File: config.mk
export PLATFORM = sky130hd
export DESIGN_NAME = sscm_top
export DESIGN_NICKNAME = d
export VERILOG_FILES = /design/src/design/sscm_pkg.sv /design/src/design/sscm_divider.sv /design/src/design/sscm_top.sv
export SDC_FILE = /design/constraint.sdc
export NUM_CORES = 1
export LEC_CHECK = 0
export BUFFER_PORTS_ARGS = -buffer_cell sky130_fd_sc_hd__buf_2
export CAP_MARGIN = 20
export CORE_UTILIZATION = 25
export CTS_CLUSTER_DIAMETER = 80
export DETAILED_ROUTE_END_ITERATION = 16
export PLACE_DENSITY = 0.51
export SLEW_MARGIN = 20
export SYNTH_ARGS = -nofsm -noshare
export SYNTH_HDL_FRONTEND = slang
export SYNTH_SLANG_ARGS = --single-unit
File: constraint.sdc
create_clock -name core_clk -period 2.4 [get_ports core_clk]
set_clock_uncertainty 0.2 [all_clocks]
set_input_delay 0.12 -clock core_clk [delete_from_list [all_inputs] [get_ports core_clk]]
set_output_delay 0.12 -clock core_clk [all_outputs]
set_load 0.02 [all_outputs]
File: src/design/sscm_pkg.sv
// package of constants and types for the serial clock management block
package sscm_pkg;

  // ---------------------------------------------------------------
  // divider
  // ---------------------------------------------------------------
  localparam int          SSCM_DIV_W      = 12;
  localparam logic [11:0] SSCM_DIV_RST    = 12'h000;
  localparam logic [11:0] SSCM_DIV_MAX    = 12'hfff;
  localparam int          SSCM_DIV_FACTOR_MAX = 8190;

  // ---------------------------------------------------------------
  // clock source select codes
  // ---------------------------------------------------------------
  localparam logic [1:0] SSCM_CKS_DIV   = 2'h0;
  localparam logic [1:0] SSCM_CKS_OTHER = 2'h1;
  localparam logic [1:0] SSCM_CKS_PIN   = 2'h2;

  // ---------------------------------------------------------------
  // clock pin output mode codes
  // ---------------------------------------------------------------
  localparam logic [1:0] SSCM_CKO_NONE  = 2'h0;
  localparam logic [1:0] SSCM_CKO_CONT  = 2'h1;
  localparam logic [1:0] SSCM_CKO_XFER  = 2'h2;

  // ---------------------------------------------------------------
  // start selection codes
  // ---------------------------------------------------------------
  localparam logic [2:0] SSCM_START_AUTO  = 3'h0;
  localparam logic [2:0] SSCM_START_OTHER = 3'h1;
  localparam logic [2:0] SSCM_START_LOW   = 3'h2;
  localparam logic [2:0] SSCM_START_HIGH  = 3'h3;
  localparam logic [2:0] SSCM_START_FALL  = 3'h4;
  localparam logic [2:0] SSCM_START_RISE  = 3'h5;
  localparam logic [2:0] SSCM_START_LEVEL = 3'h6;
  localparam logic [2:0] SSCM_START_EDGE  = 3'h7;

  // ---------------------------------------------------------------
  // side state
  // ---------------------------------------------------------------
  typedef enum logic [1:0] {
    SSCM_IDLE,
    SSCM_WAIT,
    SSCM_XFER
  } sscm_state_e;

  localparam int SSCM_IRQ_W = 4;

endpackage

File: src/design/sscm_divider.sv
// master clock divider giving a 50% duty divided clock and its edge pulses
`timescale 1ns/1ps
module sscm_divider
  import sscm_pkg::*;
#(
  parameter int DIV_W = SSCM_DIV_W
) (
  // clock and reset
  input  wire logic             core_clk,
  input  wire logic             rst_n,
  // setting
  input  wire logic [DIV_W-1:0] div_value,
  // divided clock
  output logic                  div_clk,
  output logic                  div_rise,
  output logic                  div_fall
);

  initial begin
    if (DIV_W < 1 || DIV_W > 16) $error("sscm_divider: DIV_W out of range");
  end

  logic [DIV_W-1:0] cnt_reg;
  logic [DIV_W-1:0] last_div_reg;
  logic             phase_reg;
  logic             wrap;
  logic             changed;

  assign changed = (div_value != last_div_reg);
  assign wrap    = (div_value != '0) && !changed &&
                   (cnt_reg == div_value - DIV_W'(1));

  // ---------------------------------------------------------------
  // half period counter
  // ---------------------------------------------------------------
  always_ff @(posedge core_clk) begin
    if (!rst_n) begin
      cnt_reg      <= '0;
      last_div_reg <= '0;
    end else begin
      last_div_reg <= div_value;
      if (changed || div_value == '0 || wrap) begin
        cnt_reg <= '0;
      end else begin
        cnt_reg <= cnt_reg + DIV_W'(1);
      end
    end
  end

  // ---------------------------------------------------------------
  // output phase
  // ---------------------------------------------------------------
  always_ff @(posedge core_clk) begin
    if (!rst_n) begin
      phase_reg <= 1'b0;
    end else if (div_value == '0 || changed) begin
      phase_reg <= 1'b0;
    end else if (wrap) begin
      phase_reg <= ~phase_reg;
    end
  end

  assign div_clk  = phase_reg;
  assign div_rise = wrap && !phase_reg;
  assign div_fall = wrap && phase_reg;

endmodule

File: src/design/sscm_top.sv
// clock management for a synchronous serial controller with tx and rx sides
//
// Behaviour
// - divider value is 12 bits, up to 4095, dividing master clock up to 8190
// - divider value zero leaves the divider inactive with no divided clock
// - each divided clock phase lasts divider value master clock periods
// - the one divided clock feeds both receiver and transmitter
// - tx bit clock selected from tx pin, rx clock or divided clock
// - rx bit clock selected from rx pin, tx clock or divided clock
// - tx may invert its internal bit clock independently
// - rx may invert its internal bit clock independently
// - inversion affects internal clock only, never the driven clock pin
// - tx drives its clock pin continuously or only during transfers
// - rx drives its clock pin continuously or only during transfers
// - a side can run from the other clock and start with it
// - interrupt asserted while any source is pending and enabled
// - status shows every pending source, whether enabled or not
// - each side has data, clock and frame sync; clock and sync two-way
// - transfers start automatically or on frame sync events
`timescale 1ns/1ps
module sscm_top
  import sscm_pkg::*;
#(
  parameter int DIV_W = SSCM_DIV_W,
  parameter int IRQ_W = SSCM_IRQ_W
) (
  // clock and reset
  input  wire logic             core_clk,
  input  wire logic             rst_n,
  // divider setting
  input  wire logic [DIV_W-1:0] div_value,
  // tx clocking setting
  input  wire logic [1:0]       tx_bit_clock_source_select,
  input  wire logic             tx_bit_clock_invert,
  input  wire logic [1:0]       tx_clock_pin_output_mode,
  input  wire logic [2:0]       tx_start_select,
  input  wire logic             tx_enable,
  // rx clocking setting
  input  wire logic [1:0]       rx_bit_clock_source_select,
  input  wire logic             rx_bit_clock_invert,
  input  wire logic [1:0]       rx_clock_pin_output_mode,
  input  wire logic [2:0]       rx_start_select,
  input  wire logic             rx_enable,
  // transfer activity from the shift logic
  input  wire logic             tx_data_ready,
  input  wire logic             tx_xfer_done,
  input  wire logic             rx_xfer_done,
  // tx pins
  input  wire logic             tx_clock_pin_in,
  output logic                  tx_clock_pin_out,
  output logic                  tx_clock_pin_oe_n,
  input  wire logic             tx_frame_sync_pin_in,
  output logic                  tx_frame_sync_pin_out,
  output logic                  tx_frame_sync_pin_oe_n,
  output logic                  tx_data_pin,
  input  wire logic             tx_data_bit,
  input  wire logic             tx_frame_sync_drive,
  input  wire logic             tx_frame_sync_level,
  // rx pins
  input  wire logic             rx_clock_pin_in,
  output logic                  rx_clock_pin_out,
  output logic                  rx_clock_pin_oe_n,
  input  wire logic             rx_frame_sync_pin_in,
  output logic                  rx_frame_sync_pin_out,
  output logic                  rx_frame_sync_pin_oe_n,
  input  wire logic             rx_data_pin,
  output logic                  rx_data_bit,
  input  wire logic             rx_frame_sync_drive,
  input  wire logic             rx_frame_sync_level,
  // internal bit clocks and events towards the shift logic
  output logic                  tx_bit_clk,
  output logic                  rx_bit_clk,
  output logic                  tx_shift_edge,
  output logic                  rx_sample_edge,
  output logic                  tx_active,
  output logic                  rx_active,
  // interrupt
  input  wire logic [IRQ_W-1:0] irq_pending,
  input  wire logic [IRQ_W-1:0] irq_mask,
  output logic [IRQ_W-1:0]      irq_status,
  output logic                  irq
);

  initial begin
    if (DIV_W != SSCM_DIV_W) $error("sscm_top: divider must be 12 bits");
    if (IRQ_W < 1) $error("sscm_top: IRQ_W must be at least 1");
  end

  // ---------------------------------------------------------------
  // helpers
  // ---------------------------------------------------------------
  function automatic logic sel_clk(input logic [1:0] sel, input logic pin_v,
                                   input logic other_v, input logic div_v);
    case (sel)
      SSCM_CKS_OTHER: sel_clk = other_v;
      SSCM_CKS_PIN:   sel_clk = pin_v;
      default:        sel_clk = div_v;
    endcase
  endfunction

  function automatic logic start_hit(input logic [2:0] sel, input logic fs,
                                     input logic fs_prev, input logic other_go);
    case (sel)
      SSCM_START_AUTO:  start_hit = 1'b1;
      SSCM_START_OTHER: start_hit = other_go;
      SSCM_START_LOW:   start_hit = !fs;
      SSCM_START_HIGH:  start_hit = fs;
      SSCM_START_FALL:  start_hit = fs_prev && !fs;
      SSCM_START_RISE:  start_hit = !fs_prev && fs;
      SSCM_START_LEVEL: start_hit = fs != fs_prev;
      SSCM_START_EDGE:  start_hit = fs != fs_prev;
      default:          start_hit = 1'b0;
    endcase
  endfunction

  // ---------------------------------------------------------------
  // divided clock
  // ---------------------------------------------------------------
  logic div_clk;
  logic div_rise;
  logic div_fall;

  sscm_divider #(
    .DIV_W (DIV_W)
  ) u_div (
    .core_clk  (core_clk),
    .rst_n     (rst_n),
    .div_value (div_value),
    .div_clk   (div_clk),
    .div_rise  (div_rise),
    .div_fall  (div_fall)
  );

  // ---------------------------------------------------------------
  // clock source selection
  // ---------------------------------------------------------------
  logic tx_sel_clk;
  logic rx_sel_clk;
  logic tx_pin_reg;
  logic rx_pin_reg;
  logic tx_raw_rx;
  logic rx_raw_tx;

  // the cross paths use the other side's pin or divider, never a loop
  assign tx_raw_rx = (rx_bit_clock_source_select == SSCM_CKS_PIN) ? rx_clock_pin_in : div_clk;
  assign rx_raw_tx = (tx_bit_clock_source_select == SSCM_CKS_PIN) ? tx_clock_pin_in : div_clk;
  assign tx_sel_clk = sel_clk(tx_bit_clock_source_select, tx_clock_pin_in,
                              tx_raw_rx, div_clk);
  assign rx_sel_clk = sel_clk(rx_bit_clock_source_select, rx_clock_pin_in,
                              rx_raw_tx, div_clk);

  // ---------------------------------------------------------------
  // internal bit clocks with inversion
  // ---------------------------------------------------------------
  logic tx_int_reg;
  logic rx_int_reg;
  logic tx_int_next;
  logic rx_int_next;

  assign tx_int_next = tx_sel_clk ^ tx_bit_clock_invert;
  assign rx_int_next = rx_sel_clk ^ rx_bit_clock_invert;

  always_ff @(posedge core_clk) begin
    if (!rst_n) begin
      tx_int_reg <= 1'b0;
      rx_int_reg <= 1'b0;
    end else begin
      tx_int_reg <= tx_int_next;
      rx_int_reg <= rx_int_next;
    end
  end

  assign tx_bit_clk     = tx_int_reg;
  assign rx_bit_clk     = rx_int_reg;
  // tx shifts on falling edge, rx samples on rising edge of internal clock
  assign tx_shift_edge  = tx_int_reg && !tx_int_next;
  assign rx_sample_edge = !rx_int_reg && rx_int_next;

  // ---------------------------------------------------------------
  // frame sync sampling
  // ---------------------------------------------------------------
  logic tx_fs_prev_reg;
  logic rx_fs_prev_reg;

  always_ff @(posedge core_clk) begin
    if (!rst_n) begin
      tx_fs_prev_reg <= 1'b0;
      rx_fs_prev_reg <= 1'b0;
    end else begin
      tx_fs_prev_reg <= tx_frame_sync_pin_in;
      rx_fs_prev_reg <= rx_frame_sync_pin_in;
    end
  end

  // ---------------------------------------------------------------
  // transfer start and activity
  // ---------------------------------------------------------------
  sscm_state_e tx_state_reg;
  sscm_state_e rx_state_reg;
  logic        tx_go;
  logic        rx_go;
  logic        tx_trig;
  logic        rx_trig;

  assign tx_trig = start_hit(tx_start_select, tx_frame_sync_pin_in, tx_fs_prev_reg,
                             rx_go) && (tx_start_select != SSCM_START_AUTO ||
                             tx_data_ready);
  assign rx_trig = start_hit(rx_start_select, rx_frame_sync_pin_in, rx_fs_prev_reg,
                             tx_go);
  assign tx_go = (tx_state_reg == SSCM_WAIT) && tx_trig;
  // tx follows an rx start on rx's own events only, keeping the start paths loop free
  assign rx_go = (rx_state_reg == SSCM_WAIT) &&
                 start_hit(rx_start_select, rx_frame_sync_pin_in, rx_fs_prev_reg, 1'b0);

  always_ff @(posedge core_clk) begin
    if (!rst_n) begin
      tx_state_reg <= SSCM_IDLE;
    end else begin
      case (tx_state_reg)
        SSCM_IDLE: if (tx_enable) tx_state_reg <= SSCM_WAIT;
        SSCM_WAIT: begin
          if (!tx_enable) tx_state_reg <= SSCM_IDLE;
          else if (tx_trig) tx_state_reg <= SSCM_XFER;
        end
        SSCM_XFER: begin
          if (!tx_enable) tx_state_reg <= SSCM_IDLE;
          else if (tx_xfer_done) tx_state_reg <= SSCM_WAIT;
        end
        default: tx_state_reg <= SSCM_IDLE;
      endcase
    end
  end

  always_ff @(posedge core_clk) begin
    if (!rst_n) begin
      rx_state_reg <= SSCM_IDLE;
    end else begin
      case (rx_state_reg)
        SSCM_IDLE: if (rx_enable) rx_state_reg <= SSCM_WAIT;
        SSCM_WAIT: begin
          if (!rx_enable) rx_state_reg <= SSCM_IDLE;
          else if (rx_trig) rx_state_reg <= SSCM_XFER;
        end
        SSCM_XFER: begin
          if (!rx_enable) rx_state_reg <= SSCM_IDLE;
          else if (rx_xfer_done) rx_state_reg <= SSCM_WAIT;
        end
        default: rx_state_reg <= SSCM_IDLE;
      endcase
    end
  end

  assign tx_active = (tx_state_reg == SSCM_XFER);
  assign rx_active = (rx_state_reg == SSCM_XFER);

  // ---------------------------------------------------------------
  // clock pin drive, taken before inversion
  // ---------------------------------------------------------------
  logic tx_drive;
  logic rx_drive;

  assign tx_drive = (tx_clock_pin_output_mode == SSCM_CKO_CONT) ||
                    (tx_clock_pin_output_mode == SSCM_CKO_XFER && tx_active);
  assign rx_drive = (rx_clock_pin_output_mode == SSCM_CKO_CONT) ||
                    (rx_clock_pin_output_mode == SSCM_CKO_XFER && rx_active);

  always_ff @(posedge core_clk) begin
    if (!rst_n) begin
      tx_pin_reg <= 1'b0;
      rx_pin_reg <= 1'b0;
    end else begin
      tx_pin_reg <= tx_drive ? tx_sel_clk : 1'b0;
      rx_pin_reg <= rx_drive ? rx_sel_clk : 1'b0;
    end
  end

  assign tx_clock_pin_out  = tx_pin_reg;
  assign rx_clock_pin_out  = rx_pin_reg;
  assign tx_clock_pin_oe_n = !tx_drive;
  assign rx_clock_pin_oe_n = !rx_drive;

  // ---------------------------------------------------------------
  // frame sync and data pins
  // ---------------------------------------------------------------
  logic tx_fs_out_reg;
  logic rx_fs_out_reg;
  logic tx_data_reg;
  logic rx_data_reg;

  always_ff @(posedge core_clk) begin
    if (!rst_n) begin
      tx_fs_out_reg <= 1'b0;
      rx_fs_out_reg <= 1'b0;
      tx_data_reg   <= 1'b0;
      rx_data_reg   <= 1'b0;
    end else begin
      tx_fs_out_reg <= tx_frame_sync_level;
      rx_fs_out_reg <= rx_frame_sync_level;
      tx_data_reg   <= tx_data_bit;
      if (rx_sample_edge) rx_data_reg <= rx_data_pin;
    end
  end

  assign tx_frame_sync_pin_out  = tx_fs_out_reg;
  assign rx_frame_sync_pin_out  = rx_fs_out_reg;
  assign tx_frame_sync_pin_oe_n = !tx_frame_sync_drive;
  assign rx_frame_sync_pin_oe_n = !rx_frame_sync_drive;
  assign tx_data_pin            = tx_data_reg;
  assign rx_data_bit            = rx_data_reg;

  // ---------------------------------------------------------------
  // interrupt
  // ---------------------------------------------------------------
  logic [IRQ_W-1:0] irq_status_reg;
  logic             irq_reg;

  always_ff @(posedge core_clk) begin
    if (!rst_n) begin
      irq_status_reg <= '0;
      irq_reg        <= 1'b0;
    end else begin
      irq_status_reg <= irq_pending;
      irq_reg        <= |(irq_pending & irq_mask);
    end
  end

  assign irq_status = irq_status_reg;
  assign irq        = irq_reg;

endmodule

==> results of run 1 <==
-- stage by stage --
stage | setup TNS (ps) | setup slack (ps)
2_1_floorplan | 0 | 7.86
3_3_place_gp | -6520 | -531
3_5_place_dp | -7320 | -607
4_1_cts | 0 | 29.9
5_1_grt | -37.8 | -37.8
6_report | 0 | 28.7
-- cell usage after synthesis, drive strengths merged (5+ instances only) --
library cell	number	area (µm²)
dfxtp	44	881
nor2	27	101
xor2	21	184
and2	18	114
inv	16	60.1
xnor2	16	140
ha	10	125
nor2b	10	62.6
nand3	9	45.0
o21ai	8	40.0
nand2	7	26.3
nor3	6	30.0
nor3b	6	45.0
a21oi	5	25.0
clkbuf	5	38.8
nand4	5	31.3
-- layer usage --
metal | up-vias | part of all wire | track usage
met5 | - | 0 | 0
met2 | 39 | 0.49 | 0.236
met1 | 1078 | 0.47 | 0.163
li1 | 1231 | - | -
met3 | 7 | 0.024 | 0.0210
met4 | 0 | 0.016 | 0.0488
-- final cells by class --
| type | count | area share |
|---|---|---|
| well taps | 133 | 0.0454 |
| repair buffers | 131 | 0.240 |
| clock buffers | 5 | 0.0188 |
| multi-input cells | 210 | 0.427 |
| inverters | 16 | 0.0164 |
| flip-flops and latches | 44 | 0.240 |
| clock inverters | 3 | 0.0116 |
-- final timing paths --
check                     endpoint  slack (ps)  depth (start not counted)
setup reg to reg     u_div.div_clk          40                          7
setup / recovery     u_div.div_clk          30                          9
hold reg to reg   u_div.cnt_reg[0]         310                          1
hold / removal    rx_clock_pin_out           8                          3
-- kinds of logic after synthesis --
logic type | Yosys count | synth area share
xor+xnor | 37 | 0.127
flops | 44 | 0.345
fa+ha+maj | 10 | 0.0490
buf+inv | 26 | 0.0627
mux | 5 | 0.0245
simple gates | 116 | 0.273
compound gates | 42 | 0.119
-- repair_timing --
item                       4_1_cts  5_1_grt
hold buffers                    27        0
setup buffers                    1        0
setup endpoints to repair       12       14
hold endpoints to repair        26        0
pin swaps                        1        3
resized for setup                3        7
-- power by group through the flow --
stage / combinational (W) / clock [W] / sequential, W
finish: 0.000331 / 0.000576 / 0.000773
global route: 0.000366 / 0.000634 / 0.000776
CTS: 0.000329 / 0.000601 / 0.000773
detailed placement: 0.000290 / 0 / 0.000790
global placement: 0.000288 / 0 / 0.000789
floorplan: 0.000146 / 0 / 0.000802
-- critical path, stage by stage --
cell and delay, ps:
buf_2 110, buf_4 140, or4_4 530, or4b_4 510, a21oi_4 160, o32ai_2 130
buf_4 160, or4_1 390, a21boi_1 140
==> metrics.md, run 1 <==
| Metric | Value |
|---|---|
| Total track usage | 0.134 |
| Synth-to-layout area growth | 43.5% |
| Detailed Route Iter0 Violations | 102 |
| Vias in the first global route | 2,283 |
| Nets | 471 |
| Die H | 103 µm |
| Fin. max-slew vios | 0 |
| Peak supply drop | 0.000218 V |
| Cells after Synth | 280 |
| Root Buffer | clkbuf_8 |
| Ys flop type | dfxtp_1 |
| Ys async rst share | 0 |
| Sequential-to-total area share from yosys stat | 0.345 |
| Die ar. | 10,600 µm² |
| Clock Latency Late Sink | 310 ps |
| Post-DP HPWL | 5000 µm |
| Hold Fails Final Rpt | 0 |
| Core Area | 9820 µm² |
| Lkg Pwr | 1.57 nW |
| RSZ-0062 raised after global routing | true |
| Commonest non-fill, non-tap cell in the layout | buf_2 |
| Register area | 881 µm² |
| TritonCTS clock tree | done |
| Slew @ Worst Pin | 417 ps |
| Clock Tree Buf Depth | 2 |
| FF+latch count, synth | 44 |
| Switch share | 0.263 |
| DP Area | 3210 µm² |
| Routability cong. | 0.816 |
| Core Rows | 36 |
| Hold Startpoint | rx_clock_pin_output_mode[1] |
| Filler Cells Inserted | 1,055 |
| Antenna Diode Count | 0 |
| Worst EP required | 2440 ps |
| Critical Path Sink Type | flip-flop |
| Antenna Nets Post-Route | 0 |
| Synthesis Warnings | 0 |
| Top-Level Pins | 74 |
| Syn_nets | 343 |
| Residual DRC | 0 |
| First-pass GRT wire length | 10,700 µm |
| Setup crit start kind | primary input |
| Slew HR | 0.721 |
| DRT Pass-1 Iters | 4 |
| Sw power | 0.000442 W |
| Crit path from | div_value[1] |
| Critical path class | in2reg |
| PD cells | 458 nW/µm² |
| Fin crit period | 2370 ps |
| TritonCTS Sinks | 44 |
| Port Buf Inserts | 73 |
| Crit-path max FO | 4 |
| Layout cell share with drive strength beyond 1 | 0.320 |
| CTS buffer count | 5 |
| Via Count | 2,355 |
| WHS | 7.62 ps |
| Worst r2r src | u_div.cnt_reg[7] |
| Final count of negative-setup-slack endpoints | 0 |
| Post-layout util | 0.373 |
| Power consumption | 0.00168 W |
| Max-cap violations | 0 |
| DR WL/cell | 12.3 µm |
| H-tree depth | 2 |
| Initial antenna violation count | 0 |
| Crit share post-route | 0.988 |
| Die width | 103 µm |
| Multi-input logic area | 1570 µm² |
| Fin area | 3670 µm² |
| Routed WL | 6650 µm |
| Most frequent cells in the layout | 73 x buf_2, 44 x dfxtp_1, 30 x buf_4, 27 x nor2_1, 27 x dlygate4sd3_1 |
| Seq pwr share | 0.460 |
| Initial core utilization | 0.260 |
| Post-DR vias/cell | 4.35 |
| Reg clk slew, reported paths | 80 ps |
| Worst path arrival time | 2410 ps |
| Cell count after placement | 506 |
| Overflow after GRT | 0 |
| Peak Freq | 422 MHz |
| Clock power share | 0.343 |
| Post-synth EDFFs | 0 |
| Int Pwr | 0.00124 W |
| Run status | completed |
| Synth cell types | 62 |
| Syn avg cell area | 9.12 µm² |
| Mapped Area | 2550 µm² |
| Combinational fraction of design power | 0.197 |
| Post-route insts no fill | 542 |
| Worst hold path class | in2reg |
| Pin count of the biggest net entering global routing | 26 |
Note: power is estimated with default switching activity, not from simulation.
==> run 2: changes to the inputs <==
--- a/config.mk
+++ b/config.mk
@@ -10,6 +10,7 @@
 export CORE_UTILIZATION = 25
 export CTS_CLUSTER_DIAMETER = 80
 export DETAILED_ROUTE_END_ITERATION = 16
+export MAX_ROUTING_LAYER = met4
 export PLACE_DENSITY = 0.51
 export SLEW_MARGIN = 20
 export SYNTH_ARGS = -nofsm -noshare
==> run 2 against run 1 <==
Net effect: first-iteration DRC count decreased by 0.98%; wire length rose by 0.86%; via count rose by 4.4%; core utilization rose by 0.33 points; setup slack got worse by 24 ps; register-to-register slack gained 60 ps; global-route usage grew 0.47 points; total power is 0.24% higher; combinational power barely moved; fmax down 1.0%; die area unchanged.
==> metrics.md, run 2 (synthesized netlist as in run 1, its figures left out) <==
| Metric | Value |
|---|---|
| Pin count of the biggest net entering global routing | 26 (unchanged) |
| Run status | completed |
| Core Rows | 36 (unchanged) |
| Hold Startpoint | rx_data_pin |
| DP Area | 3250 µm² (+1.2%) |
| GRT busiest layer | met2 |
| Crit-path max FO | 3 (-1) |
| TritonCTS Sinks | 44 (unchanged) |
| GR met3 Demand/Resource | 0.0285 (+0.00746) |
| Core Area | 9820 µm² (unchanged) |
| Root Buffer | clkbuf_8 |
| Via Count | 2,459 (+4.4%) |
| Clock Tree Buf Depth | 2 (unchanged) |
| Initial core utilization | 0.260 (unchanged) |
| Met1 usage | 0.159 (-0.00412) |
| Slew @ Worst Pin | 379 ps (-38.2 ps) |
| Die width | 103 µm (unchanged) |
| Final count of negative-setup-slack endpoints | 0 (unchanged) |
| Post-DR vias/cell | 4.50 (+3.7%) |
| Worst Hold End | rx_data_bit |
| Met2 Usage GRT | 0.243 (+0.00667) |
| Antenna Nets Post-Route | 0 (unchanged) |
| Post-DP HPWL | 5080 µm (+1.5%) |
| Crit share post-route | 0.998 (+0.0102) |
| Setup TNS | 0 ps (unchanged) |
| Clock Latency Late Sink | 300 ps (about the same) |
| Worst reg2reg path depth | 7 (unchanged) |
| Top-Level Pins | 74 (unchanged) |
| Commonest non-fill, non-tap cell in the layout | buf_2 |
| TritonCTS clock tree | done |
| Worst R2R End | u_div.div_clk |
| Fin crit period | 2400 ps (+24.4 ps) |
| Worst r2r src | u_div.cnt_reg[7] |
| Layout cell share with drive strength beyond 1 | 0.332 (+0.0114) |
| Routability cong. | 0.819 (+0.33%) |
| Critical Path Sink Type | flip-flop |
| Die H | 103 µm (unchanged) |
| RSZ-0062 raised after global routing | true |
| Vias in the first global route | 2,431 (+6.5%) |
| Fin. max-slew vios | 0 (unchanged) |
| Synth-to-layout area growth | 44.8% |
| Initial antenna violation count | 0 (unchanged) |
| Residual DRC | 0 (unchanged) |
| H-tree depth | 2 (unchanged) |
| Total track usage | 0.138 (+0.00465) |
| Max-cap violations | 0 (unchanged) |
| Routed WL | 6710 µm (+0.86%) |
| Slew HR | 0.745 (+0.0234) |
| Most frequent cells in the layout | 73 x buf_2, 44 x dfxtp_1, 37 x buf_4, 27 x nor2_1, 25 x dlygate4sd3_1 |
| PD cells | 455 nW/µm² (-0.64%) |
| Nets | 475 (+0.85%) |
| Hold Fails Final Rpt | 0 (unchanged) |
| Reg-to-reg slack, setup | 100 ps (+60 ps) |
| First-pass GRT wire length | 11,000 µm (+2.2%) |
| DRT Pass-1 Iters | 4 (unchanged) |
| Worst EP required | 2440 ps (about the same) |
| Peak Freq | 417 MHz (-1.0%) |
| Hold Path Depth | 3 (unchanged) |
| DR WL/cell | 12.3 µm (+0.12%) |
| Filler Cells Inserted | 1,050 (-0.47%) |
| Lkg Pwr | 1.59 nW (+1.5%) |
| Peak supply drop | 0.000306 V (+41%) |
| Reg clk slew, reported paths | 90 ps (about the same) |
| CTS buffer count | 5 (unchanged) |
| Power consumption | 0.00168 W (+0.24%) |
| Detailed Route Iter0 Violations | 101 (-0.98%) |
| Critical path class | in2reg |
| Antenna Diode Count | 0 (unchanged) |
| Die ar. | 10,600 µm² (unchanged) |
| Worst hold path class | in2reg |
| Setup crit start kind | primary input |
| Port Buf Inserts | 73 (unchanged) |
| Overflow after GRT | 0 (unchanged) |
| Fin area | 3700 µm² (+0.89%) |
| Worst path arrival time | 2430 ps (+20 ps) |
-- run 2: final cells by class --
class / instances / area [µm²] / area share
clock inverters: 3 / 42.5 / 0.0115
inverters: 16 / 60.1 / 0.0162
repair buffers: 135 / 893 / 0.242
well taps: 133 / 166 / 0.0450
flip-flops and latches: 44 / 881 / 0.238
clock buffers: 5 / 68.8 / 0.0186
multi-input cells: 210 / 1590 / 0.429
-- run 2: power by group --
| part | internal (W) | total (W) | switching, W |
|---|---|---|---|
| clock | 0.000308 | 0.000579 | 0.000271 |
| sequential | 0.000758 | 0.000772 | 0.0000144 |
| combinational | 0.000172 | 0.000332 | 0.000160 |
| total | 0.00124 | 0.00168 | 0.000445 |
-- run 2: how the worst max path moves through the flow --
| stage | depth (start not counted) | startpoint | end |
|---|---|---|---|
| finish | 9 | div_value[1] | u_div.div_clk |
| global route | 9 | div_value[0] | u_div.div_clk |
| CTS | 9 | div_value[1] | u_div.div_clk |
| detailed placement | 10 | div_value[1] | u_div.cnt_reg[3] |
| global placement | 9 | div_value[0] | u_div.cnt_reg[9] |
| floorplan | 7 | div_value[5] | u_div.div_clk |
-- run 2: through the flow --
step | util | hold slack (ps) | worst slack, ps | instances
CTS | 0.372 | 4.40 | 16.9 | 546
global placement | 0.331 | 131 | -529 | 511
floorplan | - | 47.3 | 7.86 | 280
global route | 0.377 | 18.0 | -27.5 | 546
detailed placement | 0.331 | 138 | -597 | 511
finish | 0.377 | 4.57 | 4.31 | 546
-- run 2: timing repair --
action                                  CTS  global route
endpoints found under the hold margin    24             0
hold buffers                             25             0
buffers inserted                          2             0
pin swaps                                 1             5
resized for setup                         4             9
endpoints found under the setup margin   12            14
-- run 2: routing by layer --
layer / up-vias / part of all wire
met2: 48 / 0.50
met1: 1163 / 0.45
met4: 0 / 0.014
met5: - / 0
li1: 1239 / -
met3: 9 / 0.032
-- run 2: worst max-delay path: stages --
cell      delay [ps]
buf_2            120
buf_4            130
or4_4            540
or4b_4           510
a21oi_4          200
o32ai_4          130
buf_4            160
or4_1            390
a21boi_1         140
